$ cat config.mk
export PLATFORM = sky130hd
export DESIGN_NAME = dwscc_core
export DESIGN_NICKNAME = d
export VERILOG_FILES = /design/src/dwscc_pkg.sv /design/src/dwscc_core.sv
export VERILOG_INCLUDE_DIRS = /design/src
export SDC_FILE = /design/constraint.sdc
export NUM_CORES = 1
export LEC_CHECK = 0
export BUFFER_PORTS_ARGS = -buffer_cell sky130_fd_sc_hd__buf_2
export CAP_MARGIN = 20
export CORE_ASPECT_RATIO = 1.5
export CORE_MARGIN = 2
export CORE_UTILIZATION = 57
export DETAILED_ROUTE_END_ITERATION = 6
export GPL_TIMING_DRIVEN = 0
export PLACE_DENSITY = 0.77
export SLEW_MARGIN = 20
export SYNTH_ARGS = -nofsm -noshare
export SYNTH_HDL_FRONTEND = slang
export SYNTH_SLANG_ARGS = --single-unit
$ cat constraint.sdc
create_clock -name ref_clk -period 2.8 [get_ports ref_clk]
set_clock_uncertainty 0.2 [all_clocks]
set_input_delay 0.28 -clock ref_clk [delete_from_list [all_inputs] [get_ports ref_clk]]
set_output_delay 0.28 -clock ref_clk [all_outputs]
set_load 0.01 [all_outputs]
$ cat src/dwscc_consts.svh
// Constants for the dual wiper serial command block.
// Assumes inclusion by the package and the block module.
`ifndef DWSCC_CONSTS_SVH
`define DWSCC_CONSTS_SVH
// ----------------------------------------
// Opcodes
// ----------------------------------------
`define OP_NOP 4'h0
`define OP_RD_WIPER 4'hC
`define OP_WR_WIPER 4'h4
`define OP_RD_PRESET 4'hA
`define OP_PROG 4'h2
`define OP_LOAD 4'hB
`define OP_SAVE 4'h3
`define OP_UP 4'h7
`define OP_DOWN 4'hF
`define OP_SLEEP 4'h8
`define OP_WAKE 4'h1
`define OP_ERASE 4'hD
`define OP_SWRST 4'h9
// ----------------------------------------
// Values and timing
// ----------------------------------------
`define BIT_LAST 5'h17
`define BIT_ZERO 5'h00
`define WIPER_MAX 8'hFF
`define WIPER_MIN 8'h00
`define PRESET_INIT 9'h080
`define ERASE_VALUE 9'h1FF
`define DEFAULT_SLOT 2'h0
`define CLK_PERIOD_NS 10
`define ACCESS_TIME_NS 500
`define ACCESS_CYCLES ((`ACCESS_TIME_NS + `CLK_PERIOD_NS - 1) / `CLK_PERIOD_NS)
`endif

$ cat src/dwscc_pkg.sv
// Types shared by the dual wiper serial command block.
// Assumes the constants header sits in the same folder.
`include "dwscc_consts.svh"
package dwscc_pkg;
  // 24-bit command frame, first bit sent is the top bit
  typedef struct packed {
    logic [3:0] opcode_field;
    logic [1:0] preset_slot_index;
    logic [1:0] channel_index;
    logic [6:0] spare_bits;
    logic [8:0] data_field;
  } dwscc_cmd_type;
  // One channel as seen by the analog side
  typedef struct packed {
    logic buffer_select_bit;
    logic [7:0] position;
  } dwscc_chan_type;
  typedef enum logic [1:0] {ST_STARTUP, ST_IDLE, ST_ACCESS} dwscc_state_type;
endpackage : dwscc_pkg

$ cat src/dwscc_core.sv
// Serial command interpreter for a two channel wiper device.
// Assumes serial pins are asynchronous to ref_clk and much slower.
`timescale 1ns/1ns
`include "dwscc_consts.svh"
module dwscc_core
  import dwscc_pkg::*;
(
  input wire logic ref_clk,
  input wire logic resetn,
  input wire logic link_clk,
  input wire logic cs_n,
  input wire logic sdi,
  input wire logic wp_n,
  output logic sdo_o,
  output logic sdo_oe,
  output logic rb_o,
  output logic rb_oe,
  output logic standby,
  output dwscc_chan_type ch0_state,
  output dwscc_chan_type ch1_state
);
  // ----------------------------------------
  // Helpers
  // ----------------------------------------
  // Only codes 00 and 01 name a channel
  function automatic logic chan_ok(input logic [1:0] idx);
    chan_ok = (idx[1] == 1'b0);
  endfunction : chan_ok
  // One step with saturation at both ends
  function automatic logic [7:0] step(input logic [7:0] pos, input logic up);
    if (up) begin
      step = (pos == `WIPER_MAX) ? pos : pos + 8'h01;
    end else begin
      step = (pos == `WIPER_MIN) ? pos : pos - 8'h01;
    end
  endfunction : step

  localparam logic [5:0] ACC_LOAD = 6'(`ACCESS_CYCLES - 1);

  // ----------------------------------------
  // Pin synchronisers
  // ----------------------------------------
  logic sclk_s1, sclk_s2, sclk_s3;
  logic cs_s1, cs_s2, cs_s3;
  logic sdi_s1, sdi_s2;
  logic wp_s1, wp_s2;

  // Two flops per pin, third stage only for edges
  always_ff @(posedge ref_clk or negedge resetn) begin
    if (!resetn) begin
      {sclk_s1, sclk_s2, sclk_s3} <= 3'h0;
      {cs_s1, cs_s2, cs_s3} <= 3'h7;
      {sdi_s1, sdi_s2} <= 2'h0;
      {wp_s1, wp_s2} <= 2'h0;
    end else begin
      {sclk_s1, sclk_s2, sclk_s3} <= {link_clk, sclk_s1, sclk_s2};
      {cs_s1, cs_s2, cs_s3} <= {cs_n, cs_s1, cs_s2};
      {sdi_s1, sdi_s2} <= {sdi, sdi_s1};
      {wp_s1, wp_s2} <= {wp_n, wp_s1};
    end
  end

  // Edge strobes
  wire sclk_rise = sclk_s2 & ~sclk_s3;
  wire sclk_fall = ~sclk_s2 & sclk_s3;
  wire cs_fall = ~cs_s2 & cs_s3;
  wire cs_rise = cs_s2 & ~cs_s3;
  wire selected = ~cs_s2;
  wire guard_off = wp_s2;

  // ----------------------------------------
  // State
  // ----------------------------------------
  dwscc_state_type state_reg, state_next;
  dwscc_cmd_type cmd_reg;
  logic [23:0] shift_reg, shift_next;
  logic [4:0] bit_cnt_reg;
  logic full_reg, armed_reg, asleep_reg, rb_low_reg;
  logic sdo_reg, standby_reg;
  logic [5:0] acc_cnt_reg;
  logic [1:0][8:0] wiper_reg;
  logic [1:0][3:0][8:0] preset_store;

  // ----------------------------------------
  // Decode
  // ----------------------------------------
  dwscc_cmd_type frame;
  assign frame = dwscc_cmd_type'(shift_reg);
  wire [3:0] op = frame.opcode_field;
  wire idle = (state_reg == ST_IDLE);
  // Whole frame of 24n bits at select rise
  wire frame_done = cs_rise & armed_reg & full_reg
    & (bit_cnt_reg == `BIT_ZERO) & idle;
  // Asleep: wake only
  wire take = frame_done & (~asleep_reg | (op == `OP_WAKE));
  wire needs_access = (op == `OP_RD_WIPER) | (op == `OP_RD_PRESET)
    | (op == `OP_PROG) | (op == `OP_LOAD) | (op == `OP_SAVE)
    | (op == `OP_ERASE);
  wire flow_cmd = needs_access & (op != `OP_ERASE);
  wire imm = take & ~needs_access;
  wire ch_sel = frame.channel_index[0];
  wire imm_ok = imm & chan_ok(frame.channel_index);
  // Access completion and its target
  wire acc_done = (state_reg == ST_ACCESS) & (acc_cnt_reg == 6'h00);
  wire [3:0] aop = cmd_reg.opcode_field;
  wire a_ch = cmd_reg.channel_index[0];
  wire [1:0] a_slot = cmd_reg.preset_slot_index;
  wire a_ok = acc_done & chan_ok(cmd_reg.channel_index);
  wire [8:0] slot_word = preset_store[a_ch][a_slot];
  // Preset change allowed only with guard released
  wire pre_wr = a_ok & guard_off & ((aop == `OP_PROG) | (aop == `OP_SAVE)
    | (aop == `OP_ERASE));
  wire [8:0] pre_val = (aop == `OP_PROG) ? cmd_reg.data_field :
    (aop == `OP_SAVE) ? wiper_reg[a_ch] : `ERASE_VALUE;
  wire rd_hit = a_ok & ((aop == `OP_RD_WIPER) | (aop == `OP_RD_PRESET));
  wire [8:0] rd_val = (aop == `OP_RD_WIPER) ? wiper_reg[a_ch] : slot_word;
  wire [23:0] rd_frame = {cmd_reg.opcode_field, cmd_reg.preset_slot_index,
    cmd_reg.channel_index, 7'h00, rd_val};

  // ----------------------------------------
  // Serial shifter
  // ----------------------------------------
  // Read answer replaces held frame for the next shift out
  assign shift_next = rd_hit ? rd_frame :
    (sclk_rise & selected) ? {shift_reg[22:0], sdi_s2} : shift_reg;

  // Shift register and bit counter
  always_ff @(posedge ref_clk or negedge resetn) begin
    if (!resetn) begin
      shift_reg <= 24'h000000;
      bit_cnt_reg <= `BIT_ZERO;
      full_reg <= 1'b0;
    end else begin
      shift_reg <= shift_next;
      if (cs_fall) begin
        bit_cnt_reg <= `BIT_ZERO;
        full_reg <= 1'b0;
      end else if (sclk_rise & selected) begin
        bit_cnt_reg <= (bit_cnt_reg == `BIT_LAST) ? `BIT_ZERO : bit_cnt_reg + 5'h01;
        full_reg <= full_reg | (bit_cnt_reg == `BIT_LAST);
      end
    end
  end

  // Data out bit: first at select fall, later at clock falls
  always_ff @(posedge ref_clk or negedge resetn) begin
    if (!resetn) begin
      sdo_reg <= 1'b1;
    end else if (cs_fall | (sclk_fall & selected)) begin
      sdo_reg <= shift_reg[23];
    end
  end

  // Open drain: pull low only while selected
  assign sdo_o = 1'b0;
  assign sdo_oe = selected & ~sdo_reg;

  // ----------------------------------------
  // Control
  // ----------------------------------------
  // Start of operation needs a select fall after reset
  always_ff @(posedge ref_clk or negedge resetn) begin
    if (!resetn) begin
      armed_reg <= 1'b0;
    end else if (cs_fall) begin
      armed_reg <= 1'b1;
    end
  end

  // Next state
  always_comb begin
    state_next = state_reg;
    case (state_reg)
      ST_STARTUP: state_next = ST_IDLE;
      ST_IDLE: begin
        if (take & needs_access) begin
          state_next = ST_ACCESS;
        end else if (imm & (op == `OP_SWRST)) begin
          state_next = ST_STARTUP;
        end
      end
      ST_ACCESS: begin
        if (acc_done) begin
          state_next = ST_IDLE;
        end
      end
      default: state_next = ST_STARTUP;
    endcase
  end

  // State, latched command and access timer
  always_ff @(posedge ref_clk or negedge resetn) begin
    if (!resetn) begin
      state_reg <= ST_STARTUP;
      cmd_reg <= '0;
      acc_cnt_reg <= 6'h00;
    end else begin
      state_reg <= state_next;
      if (take & needs_access) begin
        cmd_reg <= frame;
        acc_cnt_reg <= ACC_LOAD;
      end else if (state_reg == ST_ACCESS) begin
        acc_cnt_reg <= acc_cnt_reg - 6'h01;
      end
    end
  end

  // Sleep flag: set by reset, soft reset and sleep
  always_ff @(posedge ref_clk or negedge resetn) begin
    if (!resetn) begin
      asleep_reg <= 1'b1;
    end else if (state_reg == ST_STARTUP) begin
      asleep_reg <= 1'b1;
    end else if (imm) begin
      if (op == `OP_SLEEP) begin
        asleep_reg <= 1'b1;
      end else if (op == `OP_WAKE) begin
        asleep_reg <= 1'b0;
      end
    end
  end

  // Busy: low from end of flow command to end of access or next select fall
  always_ff @(posedge ref_clk or negedge resetn) begin
    if (!resetn) begin
      rb_low_reg <= 1'b0;
    end else if (take & flow_cmd) begin
      rb_low_reg <= 1'b1;
    end else if (cs_fall | acc_done) begin
      rb_low_reg <= 1'b0;
    end
  end

  assign rb_o = 1'b0;
  assign rb_oe = rb_low_reg;

  // Standby when deselected with no access running
  always_ff @(posedge ref_clk or negedge resetn) begin
    if (!resetn) begin
      standby_reg <= 1'b1;
    end else begin
      standby_reg <= cs_s2 & (state_next != ST_ACCESS);
    end
  end
  assign standby = standby_reg;

  // ----------------------------------------
  // Wipers and presets
  // ----------------------------------------
  // Wiper updates; each channel independent
  always_ff @(posedge ref_clk or negedge resetn) begin
    if (!resetn) begin
      wiper_reg <= {2{`PRESET_INIT}};
    end else if (state_reg == ST_STARTUP) begin
      wiper_reg[0] <= preset_store[0][`DEFAULT_SLOT];
      wiper_reg[1] <= preset_store[1][`DEFAULT_SLOT];
    end else if (imm_ok & (op == `OP_WR_WIPER)) begin
      wiper_reg[ch_sel][7:0] <= frame.data_field[7:0];
    end else if (imm_ok & ((op == `OP_UP) | (op == `OP_DOWN))) begin
      wiper_reg[ch_sel][7:0] <= step(wiper_reg[ch_sel][7:0], op == `OP_UP);
    end else if (a_ok & (aop == `OP_LOAD)) begin
      wiper_reg[a_ch] <= slot_word;
    end
  end

  // Preset store, written after the access cycle
  always_ff @(posedge ref_clk or negedge resetn) begin
    if (!resetn) begin
      preset_store <= {8{`PRESET_INIT}};
    end else if (pre_wr) begin
      preset_store[a_ch][a_slot] <= pre_val;
    end
  end

  // Bit 8 drives each channel's buffer enable
  assign ch0_state = dwscc_chan_type'(wiper_reg[0]);
  assign ch1_state = dwscc_chan_type'(wiper_reg[1]);

  // ----------------------------------------
  // Checks
  // ----------------------------------------
  localparam int ACC_WAIT = `ACCESS_CYCLES + 2;
endmodule : dwscc_core

**Word level (Yosys, flattened, before mapping)**

Cells that the tools add are included.

- Logic and storage cells: 184
- Output and inout bits: 23
- Register bits: 160
- Input bits: 6

- Bitwise logic cells: 49
- Equality and inequality tests: 24
- $lt $le $gt $ge: 6
- $add $sub $neg: 4
- Mux-type cells: 52
- Reductions and logical operators: 15

Operator list:

| cell | count |
|---|---|
| 2-to-1 mux 36 bit | 3 |
| bitwise mux 72 bit | 1 |
| 2-to-1 mux 18 bit | 4 |
| 2-to-1 mux 8 bit | 9 |
| 2-to-1 mux 9 bit | 8 |
| bitwise mux 18 bit | 3 |
| 2-to-1 mux 24 bit | 2 |
| equality test 4 bit (second input constant) | 11 |
| demux 36 bit (select 1 bit) | 1 |
| bitwise AND 1 bit | 27 |
| binary-select mux 9 bit (select 2 bit) | 1 |
| demux 9 bit (select 1 bit) | 2 |
| demux 9 bit (select 2 bit) | 1 |
| equality test 4 x 2 -> 1 bit (second input constant) | 4 |
| 2-to-1 mux 5 bit | 3 |
| OR 1 bit | 13 |
| 2-to-1 mux 6 bit | 2 |
| nonzero test 2 bit | 5 |
| NOT 1 bit | 9 |
| adder 8 x 1 -> 8 bit (second input constant) | 1 |
| equality test 4 x 3 -> 1 bit (second input constant) | 2 |
| equality test 8 bit (second input constant) | 1 |
| zero test 8 bit | 1 |
| 2-to-1 mux 1 bit | 8 |
| other kinds (22) | 28 |

**Depth between registers and ports, before layout**

Gate-level depths: netlist (run 1).

- Word-level depth: 17
- Mapped depth: 12
- Depth with buffers taken out: 9

**Least setup slack after synthesis (run 1)**

Ideal clock, no wire load.

- Path kind: register -> register
- From: register shift_reg[16], in the netlist frame[16]
- To: register wiper_reg (netlist bit ch1_state[0])
- Library setup time: 127 ps
- Buffers on the path: 3
- Cell stages (with the launch flop): 13
- Data required time: 2,473 ps
- Arrival time: 2,708 ps
- Setup slack: -235 ps
- Clock period less this slack: 3,035 ps
- Path through: dfrtp_1 buf_2 buf_2 buf_2 mux2i_1 inv_1 ha_1 and4b_1 a41oi_1 nor3_1 or3_1 nand3_1 a31oi_1

- Cells in the longest elaborated chain, start to end: 12
- Elaborated cells between the ends (all ways): 22
- Those cells by class: add/sub (2); order compare (2); eq/ne (1); mux (15); reduce/logical (2)

Ends and longest elaborated chain:

| item | RTL line | source |
|---|---|---|
| start: declaration | dwscc_core.sv:76 | `logic [23:0] shift_reg, shift_next;` |
| start signal: assignment | dwscc_core.sv:134 | `shift_reg <= shift_next;` |
| 2-to-1 mux 8 bit (not written as such) (2 in a row) | dwscc_core.sv:260 | `` wiper_reg[ch_sel][7:0] <= step(wiper_reg[ch_sel][7:0], op == `OP_UP); `` |
| subtractor 8 x 1 -> 8 bit, or another cell as far along | dwscc_core.sv:34 | `` step = (pos == `WIPER_MIN) ? pos : pos - 8'h01; `` |
| 2-to-1 mux 8 bit (on tied branches) | dwscc_core.sv:34, dwscc_core.sv:32 |  |
| 2-to-1 mux 8 bit | dwscc_core.sv:31 | `if (up) begin` |
| 2-to-1 mux 8 bit | dwscc_core.sv:259 | `` end else if (imm_ok & ((op == `OP_UP) \| (op == `OP_DOWN))) begin `` |
| 2-to-1 mux 8 bit | dwscc_core.sv:257 | `` end else if (imm_ok & (op == `OP_WR_WIPER)) begin `` |
| 2-to-1 mux 8 bit | dwscc_core.sv:254 | `end else if (state_reg == ST_STARTUP) begin` |
| bitwise mux 18 bit | dwscc_core.sv:260 |  |
| 2-to-1 mux 18 bit | dwscc_core.sv:259 |  |
| 2-to-1 mux 18 bit (*) | dwscc_core.sv:257 |  |
| 2-to-1 mux 18 bit (*) | dwscc_core.sv:254 |  |
| end signal: indexed assignment | dwscc_core.sv:258 | `wiper_reg[ch_sel][7:0] <= frame.data_field[7:0];` |
| end signal: indexed assignment | dwscc_core.sv:260 |  |
| end signal: indexed assignment | dwscc_core.sv:262 | `wiper_reg[a_ch] <= slot_word;` |
| end: declaration | dwscc_core.sv:81 | `logic [1:0][8:0] wiper_reg;` |

Mark *: on every way between the ends. The rest lies on a longest branch, timed or not. The select of a mux whose other input is x is not followed.
A chain may end at the register's enable or synchronous reset.

**Worst setup path in the final report (run 1)**

- From: register acc_cnt_reg[3]
- To: register wiper_reg (netlist bit ch1_state[1])

- Cells in the longest elaborated chain, start to end: 5

Ends and longest elaborated chain:

| item | RTL line | source |
|---|---|---|
| start: declaration | dwscc_core.sv:80 | `logic [5:0] acc_cnt_reg;` |
| start signal: assignment | dwscc_core.sv:203 | `acc_cnt_reg <= acc_cnt_reg - 6'h01;` |
| zero test 6 bit | dwscc_core.sv:104 | `wire acc_done = (state_reg == ST_ACCESS) & (acc_cnt_reg == 6'h00);` |
| bitwise AND 1 bit | dwscc_core.sv:104 |  |
| bitwise AND 1 bit | dwscc_core.sv:108 | `wire a_ok = acc_done & chan_ok(cmd_reg.channel_index);` |
| bitwise AND 1 bit | dwscc_core.sv:261 | `` end else if (a_ok & (aop == `OP_LOAD)) begin `` |
| nonzero test 4 bit (no source line) | n/a |  |

No other way between the ends.

==> flow_results.org, run 1 <==
** Timing
- The count of endpoints failing hold in the final timing report is 0.
- The number of slew-limit violations in the final report came to 0.
- For the pin with the worst max-slew slack, the measured transition is 0.9891 ns.
- Dividing the final minimum period by the clock period gives 0.9956.
- Subtracting the final worst setup slack from the clock period gives 2.788 ns.
- Number of endpoints failing setup at the final stage :: 0
- On the final layout, the worst hold slack is 0.1494 ns.
- Headroom to the max-slew limit came out at 0.3322.
- RSZ-0062 raised after global routing :: yes
- Derived from the worst setup path, the maximum achievable clock frequency is 0.3587 GHz.
- Post-route setup TNS :: 0 ns

** Routing
- Number of vias per cell :: 6.554
- For this block, the via count after detailed routing is 7,583.
- Final routed wirelength across all metal layers :: 25,940 µm
- Post-DR wirelength/cell :: 22.42 µm
- Count of routing violations after the opening detailed-route iteration :: 869
- Total DRC errors in the routed layout :: 0
- Antenna violation net count after detailed routing :: 0
- Drt first pass iters :: 7

** Pwr
- For this design the static power due to leakage is 4.365 nW.
- After layout, the design draws a total of 4.977 mW.
- The worst-case IR drop observed on VDD is 0.5051 mV.
- In this run the power density over the cells is 492.5 nW/µm².

** Place
- Cell total after placement :: 1,106
- Placer's final routability congestion estimate :: 0.9843
- Input and output buffers added on the ports amount to 26.
- Estimated wirelength of the detail-placed design :: 17,860 µm

** Floorplanning
- The die is 104.6 µm wide.
- Floorplan die height :: 154.9 µm
- Core Area :: 15,000 µm²
- Effective utilization at floorplan :: 0.5771
- The initialized floorplan defines 55 standard-cell rows.
- Die Outline Area :: 16,210 µm²
- Boundary Pins :: 29

** Min path
- Worst Hold Class :: reg -> reg

** Yosys
- Synthesized area per cell :: 9.850 µm²
- Of the total synthesized cell area, the portion taken by XOR and XNOR cells is 0.01214.
- Ys flop type :: sky130_fd_sc_hd__dfrtp_1
- Yosys instantiated no cell more often than sky130_fd_sc_hd__dfrtp_1.
- Of all flip-flops after synthesis, the portion carrying an async set or reset was 1.000.
- Fraction of post-synthesis cell area in the top cell type by area :: 0.4162
- Multiplexer fraction of the synthesized cell area :: 0.1289
- Sequential fraction of the synthesis area :: 0.4647
- Cell accounting for the most synthesized area :: sky130_fd_sc_hd__dfrtp_1
- Yosys mapped a number of flops with a built-in enable equal to 0.
- Number of warnings reported in the yosys synthesis log :: 0
- Count of cell types in the netlist :: 83
- Synthesized-area fraction occupied by ao, oa, aoi and oai cells :: 0.1600
- Flops & latches, synth :: 160
- By area, the combinational part of the netlist is dominated by simple AND/OR/NAND/NOR gates.
- Most numerous cell types in the synthesized netlist :: sky130_fd_sc_hd__dfrtp_1 (144), sky130_fd_sc_hd__nand2_1 (106), sky130_fd_sc_hd__nor2_1 (81), sky130_fd_sc_hd__a21oi_1 (73), sky130_fd_sc_hd__mux2_2 (56)
- Synth Cell Area :: 8658 µm²
- Post-synthesis adder-cell area fraction :: 0.008671
- Basic-gate share of the synthesized area counting and, or, nand and nor cells :: 0.1919
- After technology mapping, the gate count stands at 879.
- By area the synthesized netlist is led by sky130_fd_sc_hd__dfrtp_1 (42%), sky130_fd_sc_hd__mux2_2 (7.3%), sky130_fd_sc_hd__dfstp_2 (4.9%).

** Clocking
- The clock passes through at most 2 buffers.
- Latest clock arrival within the worst-skew pair :: 0.43 ns
- H-Tree Level Count :: 4
- TritonCTS built the clock tree.
- After clock tree synthesis, the clock-pin slew on the worst setup and hold paths is 0.06 ns.
- CTS placed an instance of sky130_fd_sc_hd__clkbuf_16 at the clock tree root.
- Counting the buffers created by CTS gives 17.
- The clock drives 160 sinks.

** GRT
- Antenna violations before repair :: 0
- Number of global-route vias before repair :: 7,292
- Global-route congestion overflow total :: 0
- For this run, global-route usage on met2 was measured as 0.5366.
- The first global-routing pass estimated 40,350 µm of wire.
- Entering global routing, the biggest net connects 98 pins.
- GRT Resource Usage Total :: 0.3235
- The global routing stage identified its most utilized layer as met2.
- Met1 capacity usage during global routing :: 0.4073
- For met3 alone, demand over resource in global routing was 0.05698.

** Final layout
- The number of antenna diodes in the final layout is 0.
- Of the cells placed in the final design, the portion with a size suffix greater than 1 is 0.2526.
- The sequential cells in the finished layout cover a total of 4026 µm².
- Fill cell count :: 1,240
- Combined area of the multi-input logic cells :: 4548 µm²
- From synthesis to final layout, the design area changed by 16.72%.
- Net total in the final layout :: 957
- Final cell count without fillers :: 1,157
- Max reg flops :: 72

** Setup path
- Along the worst path, the maximum fanout reaches 8.
- For the worst setup path, the data required time is 2.89 ns.
- At the worst endpoint, the arrival time is 2.88 ns.
- Capturing element type of the critical path :: flip-flop
- The setup path with the least slack is of type reg -> reg.
- CP Launch Type :: flip-flop

** Job
- Maximum capacitance violations :: 0

** Run status
- Result of the run :: finished clean
## kinds of logic (layout without fill, tap and decap cells)
kind of cell | Yosys count | after routing
xor+xnor | 12 | 12
simple gates | 322 | 322
fa+ha+maj | 6 | 6
compound gates | 216 | 216
mux | 97 | 97
buf+inv | 65 | 143
flops | 160 | 160
other cells | 1 | 2
## worst paths after layout
check / endpoint / startpoint / cells after the start / slack (ns)
max reg2reg: ch1_state[1] / acc_cnt_reg[3] / 6 / 0.01
min: guard_off / wp_s1 / 0 / 0.15
min reg2reg: guard_off / wp_s1 / 0 / 0.15
max: ch1_state[1] / acc_cnt_reg[3] / 6 / 0.01
min in group asynchronous: acc_cnt_reg[4] / resetn / 2 / 0.18
max in group asynchronous: preset_store[52] / resetn / 3 / 1.37
## layout by cell type, fill, tap and decap left out, types with 5 or more instances in the layout
| cell | synthesis | final |
|---|---|---|
| sky130_fd_sc_hd__dfrtp_1 | 144 | 142 |
| sky130_fd_sc_hd__nand2_1 | 106 | 106 |
| sky130_fd_sc_hd__nor2_1 | 81 | 80 |
| sky130_fd_sc_hd__a21oi_1 | 73 | 72 |
| sky130_fd_sc_hd__mux2_2 | 56 | 56 |
| sky130_fd_sc_hd__buf_2 | 14 | 36 |
| sky130_fd_sc_hd__o21ai_0 | 42 | 36 |
| sky130_fd_sc_hd__mux2i_1 | 35 | 32 |
| sky130_fd_sc_hd__clkbuf_1 | 27 | 24 |
| sky130_fd_sc_hd__buf_4 | 5 | 22 |
| sky130_fd_sc_hd__o22ai_1 | 22 | 22 |
| sky130_fd_sc_hd__a31oi_1 | 18 | 18 |
| sky130_fd_sc_hd__nor3_1 | 20 | 17 |
| sky130_fd_sc_hd__clkbuf_16 | 0 | 17 |
| sky130_fd_sc_hd__dfstp_2 | 16 | 16 |
| sky130_fd_sc_hd__nand3_1 | 17 | 15 |
| sky130_fd_sc_hd__and2_1 | 10 | 10 |
| sky130_fd_sc_hd__and3_1 | 10 | 10 |
| sky130_fd_sc_hd__nand2b_1 | 9 | 9 |
| sky130_fd_sc_hd__inv_1 | 10 | 8 |
| sky130_fd_sc_hd__a221oi_1 | 10 | 8 |
| sky130_fd_sc_hd__nor3b_1 | 9 | 8 |
| sky130_fd_sc_hd__mux4_2 | 6 | 6 |
| sky130_fd_sc_hd__xnor2_1 | 7 | 6 |
| sky130_fd_sc_hd__or2_2 | 5 | 5 |
| sky130_fd_sc_hd__nor2b_1 | 5 | 5 |
| sky130_fd_sc_hd__xor2_1 | 5 | 5 |
| sky130_fd_sc_hd__ha_1 | 6 | 5 |
| sky130_fd_sc_hd__dlygate4sd3_1 | 0 | 5 |
## metal layers
metal	wire (µm)	up-vias
met5	0	-
met4	1537	0
met3	1767	101
met2	12470	421
met1	10170	3721
li1	-	3340
## layout make-up
class                      instances  area share
clock inverter                    14     0.01770
inverter                          12    0.004457
sequential                       160      0.3984
timing repair buffer              49     0.03541
buffer                            50     0.02588
multi-input combinational        655      0.4500
tap                              199     0.02464
clock buffer                      18     0.04346
## worst max-delay path, cell delays in order, from the launching register on
cell and delay [ns]:
sky130_fd_sc_hd__dfrtp_1 0.43, sky130_fd_sc_hd__or4_4 0.61, sky130_fd_sc_hd__or4_4 0.54, sky130_fd_sc_hd__nor2_1 0.13
sky130_fd_sc_hd__a41oi_2 0.12, sky130_fd_sc_hd__a221oi_1 0.46, sky130_fd_sc_hd__o22ai_1 0.15
## stage by stage
| stage | instance area [µm²] | worst slack, ns | utilization |
|---|---|---|---|
| floorplan | 8695 | 0.02897 | - |
| global placement | 9074 | -1.087 | 0.6048 |
| detailed placement | 9111 | -0.5502 | 0.6073 |
| CTS | 9930 | -0.01694 | 0.6619 |
| global route | 10110 | -0.04073 | 0.6736 |
| finish | 10110 | 0.01229 | 0.6736 |
## repair_timing
| item | in CTS | in global routing |
|---|---|---|
| buffers inserted | 5 | 12 |
| gates resized for setup | 30 | 25 |
| gates cloned | 0 | 0 |
| endpoints found under the setup margin | 78 | 78 |
| hold endpoints to repair | 67 | 0 |
| pin swaps | 4 | 10 |
| hold buffers | 5 | 0 |
## where the power goes
| group | switching (mW) | total (mW) | leakage, nW | internal [mW] |
|---|---|---|---|---|
| clock network | 0.998 | 2.44 | 0.305 | 1.44 |
| logic | 0.0859 | 0.132 | 1.92 | 0.0457 |
| registers | 0.0507 | 2.40 | 2.14 | 2.35 |
| total | 1.13 | 4.98 | 4.36 | 3.84 |
No activity file was read; power rests on OpenSTA's default activity.
==> inputs of run 2 (changes only) <==
CORE_ASPECT_RATIO = 0.6   (was 1.5)
==> flow_results.org, run 2 (synthesis results as in run 1) <==
** Place
- During placement, the flow inserted port buffers numbering 26.
- At the placement stage, the worst setup path has a slack of -0.6799 ns.
- Estimated wirelength of the detail-placed design :: 19,070 µm
- Summing all placed instances gives a cell area of 9110 µm².
- Placer's final routability congestion estimate :: 1.003

** Clocking
- The number of clock buffers added by TritonCTS is 17.
- CTS tree :: done
- H-Tree Level Count :: 4
- The clock passes through at most 2 buffers.
- Clock Pin Slew Worst Setup and Hold Paths :: 0.07 ns
- At the later pin of the worst-skew pair, clock insertion delay measures 0.44 ns.
- Counting every sink on the clock net gives 160.
- In this run the clock root is driven by a sky130_fd_sc_hd__clkbuf_16.

** Pwr
- The worst-case IR drop observed on VDD is 0.3612 mV.
- In this run the static leakage power is 4.419 nW.
- For this design the ratio of total power to cell area is 479.1 nW/µm².

** Floorplanning
- The initial utilization of the core area, before any placement, comes to 0.5899.
- In this run the core area contains 34 standard-cell rows.
- From left edge to right edge, the die measures 163.1 µm.
- The die is 99.47 µm tall.
- Boundary Pins :: 29
- The die covers 16,220 µm².
- The core region is 14,680 µm².

** Final layout
- Relative to the synthesized area, the layout overhead comes to 18.18%.
- Post-route core utilization :: 0.6972
- 0 antenna diodes ended up in the layout.
- Leading cell type in the layout, fill and taps excluded :: sky130_fd_sc_hd__dfrtp_1
- Layout cells sized above 1 :: 0.2736
- After the last flow step, the layout net total stands at 964.
- Most frequent cells in the layout :: sky130_fd_sc_hd__dfrtp_1 (141), sky130_fd_sc_hd__nand2_1 (106), sky130_fd_sc_hd__nor2_1 (79)
- Max reg flops :: 72
- Finished layout cell area :: 10,230 µm²

** Timing
- The count of endpoints failing hold in the final timing report was 0.
- Number of endpoints failing setup at the final stage :: 0
- Setup repair after global routing could not meet its margin everywhere.
- Summed over all failing endpoints, the final setup total negative slack is 0 ns.
- At the pin with the least slew margin, the transition time is 0.9980 ns.
- Final cycle utilization of the critical path :: 0.9944
- In this run the tightest slew margin relative to its limit is 0.3296.
- Across all setup checks in the final design, the least slack found is 0.01565 ns.
- Time the worst path needs with I/O delays and setup :: 2.784 ns
- Fmax :: 0.3592 GHz
- Count of pins over their slew limit :: 0

** Routing
- Once detail routing completed, the nets flagged for antenna violations numbered 0.
- Wires add up to 27,060 µm.
- Total via count in the routed design :: 7,675
- Total DRC errors in the routed layout :: 0
- After detailed routing, the number of vias per cell comes to 6.599.
- Dividing the detail-routed wire length by the instance count gives 23.27 µm.
- Count of routing violations after the opening detailed-route iteration :: 1,007
- Before antenna repair, the detailed router went through 6 iterations.

** Setup path
- Capturing element type of the critical path :: flip-flop
- CP Launch Type :: flip-flop
- The worst setup path is of the reg -> reg kind.
- Of all nets on the critical path, the largest fanout is 8.
- STA puts the critical path data required time at 2.90 ns.
- Arrival time worst endpoint :: 2.88 ns

** GRT
- GRT Resource Usage Total :: 0.3458
- The number of antenna violations at the first check in global routing was 0.
- Global routing finished with a remaining overflow of 0.
- Number of global-route vias before repair :: 6,894
- Wire length of the first global-routing pass :: 41,640 µm
- Entering global routing, the biggest net connects 84 pins.

** Job
- The tool flagged a number of max-cap violations equal to 0.

** Run status
- The flow ran to the end, and the final reports show no timing, DRC or antenna violations.

** Min path
- Worst Hold Class :: reg -> reg
==> run 2: final timing paths <==
kind,end,depth (start not counted),slack (ns),startpoint
min in group asynchronous,sclk_s1,2,0.21,resetn
max in group asynchronous,ch1_state[7],3,1.33,resetn
worst max-delay path,ch1_state[2],6,0.02,acc_cnt_reg[3]
worst min register to register,guard_off,0,0.15,wp_s1
worst min-delay path,guard_off,0,0.15,wp_s1
worst max register to register,ch1_state[2],6,0.02,acc_cnt_reg[3]
==> run 2: area by class of cell <==
class,instances,area (µm²)
Multi-Input combinational cell,655,4634
Fill cell,1089,4444
Sequential cell,160,4028
Clock buffer,18,429.2
Timing Repair Buffer,57,405.4
Buffer,49,275.3
Tap cell,198,247.7
Clock inverter,14,167.7
Inverter,12,45.04
==> run 2: timing repair <==
action / in CTS / in global routing
resized for setup: 36 / 43
hold endpoints to repair: 74 / 0
pin swaps: 2 / 12
endpoints found under the setup margin: 81 / 96
hold buffers: 5 / 0
buffers inserted: 9 / 16
==> run 2: critical path, stage by stage (launching register included) <==
cell and delay [ns]:
sky130_fd_sc_hd__dfrtp_1 0.43, sky130_fd_sc_hd__or4_4 0.61, sky130_fd_sc_hd__or4_4 0.55, sky130_fd_sc_hd__nor2_1 0.18, sky130_fd_sc_hd__a41oi_4 0.10, sky130_fd_sc_hd__a221oi_1 0.42, sky130_fd_sc_hd__o2bb2ai_1 0.16
==> run 2: report_power, final <==
group | leakage, nW | total, mW | internal, mW | switching, mW
Combinational | 1.99 | 0.143 | 0.0514 | 0.0921
Sequential | 2.14 | 2.42 | 2.35 | 0.0696
Clock | 0.289 | 2.34 | 1.21 | 1.13
==> run 2: metal layers <==
metal	part of all wire	vias to the layer above	GRT usage
li1	-	3359	-
met3	0.16	41	0.1218
met2	0.38	587	0.4296
met4	0.014	0	0.07897
met1	0.45	3688	0.5624
met5	0	-	0
==> run 2: stage by stage <==
| stage | std cells | hold WS [ns] | total power [mW] |
|---|---|---|---|
| final | 1163 | 0.1495 | 4.903 |
| after global routing | 1163 | 0.1602 | 5.028 |
| after CTS | 1149 | 0.1508 | 4.890 |
| after detailed placement | 1105 | 0.1012 | 2.581 |
| after global placement | 1104 | 0.1333 | 2.571 |
| after floorplan | 880 | -0.2156 | 2.485 |
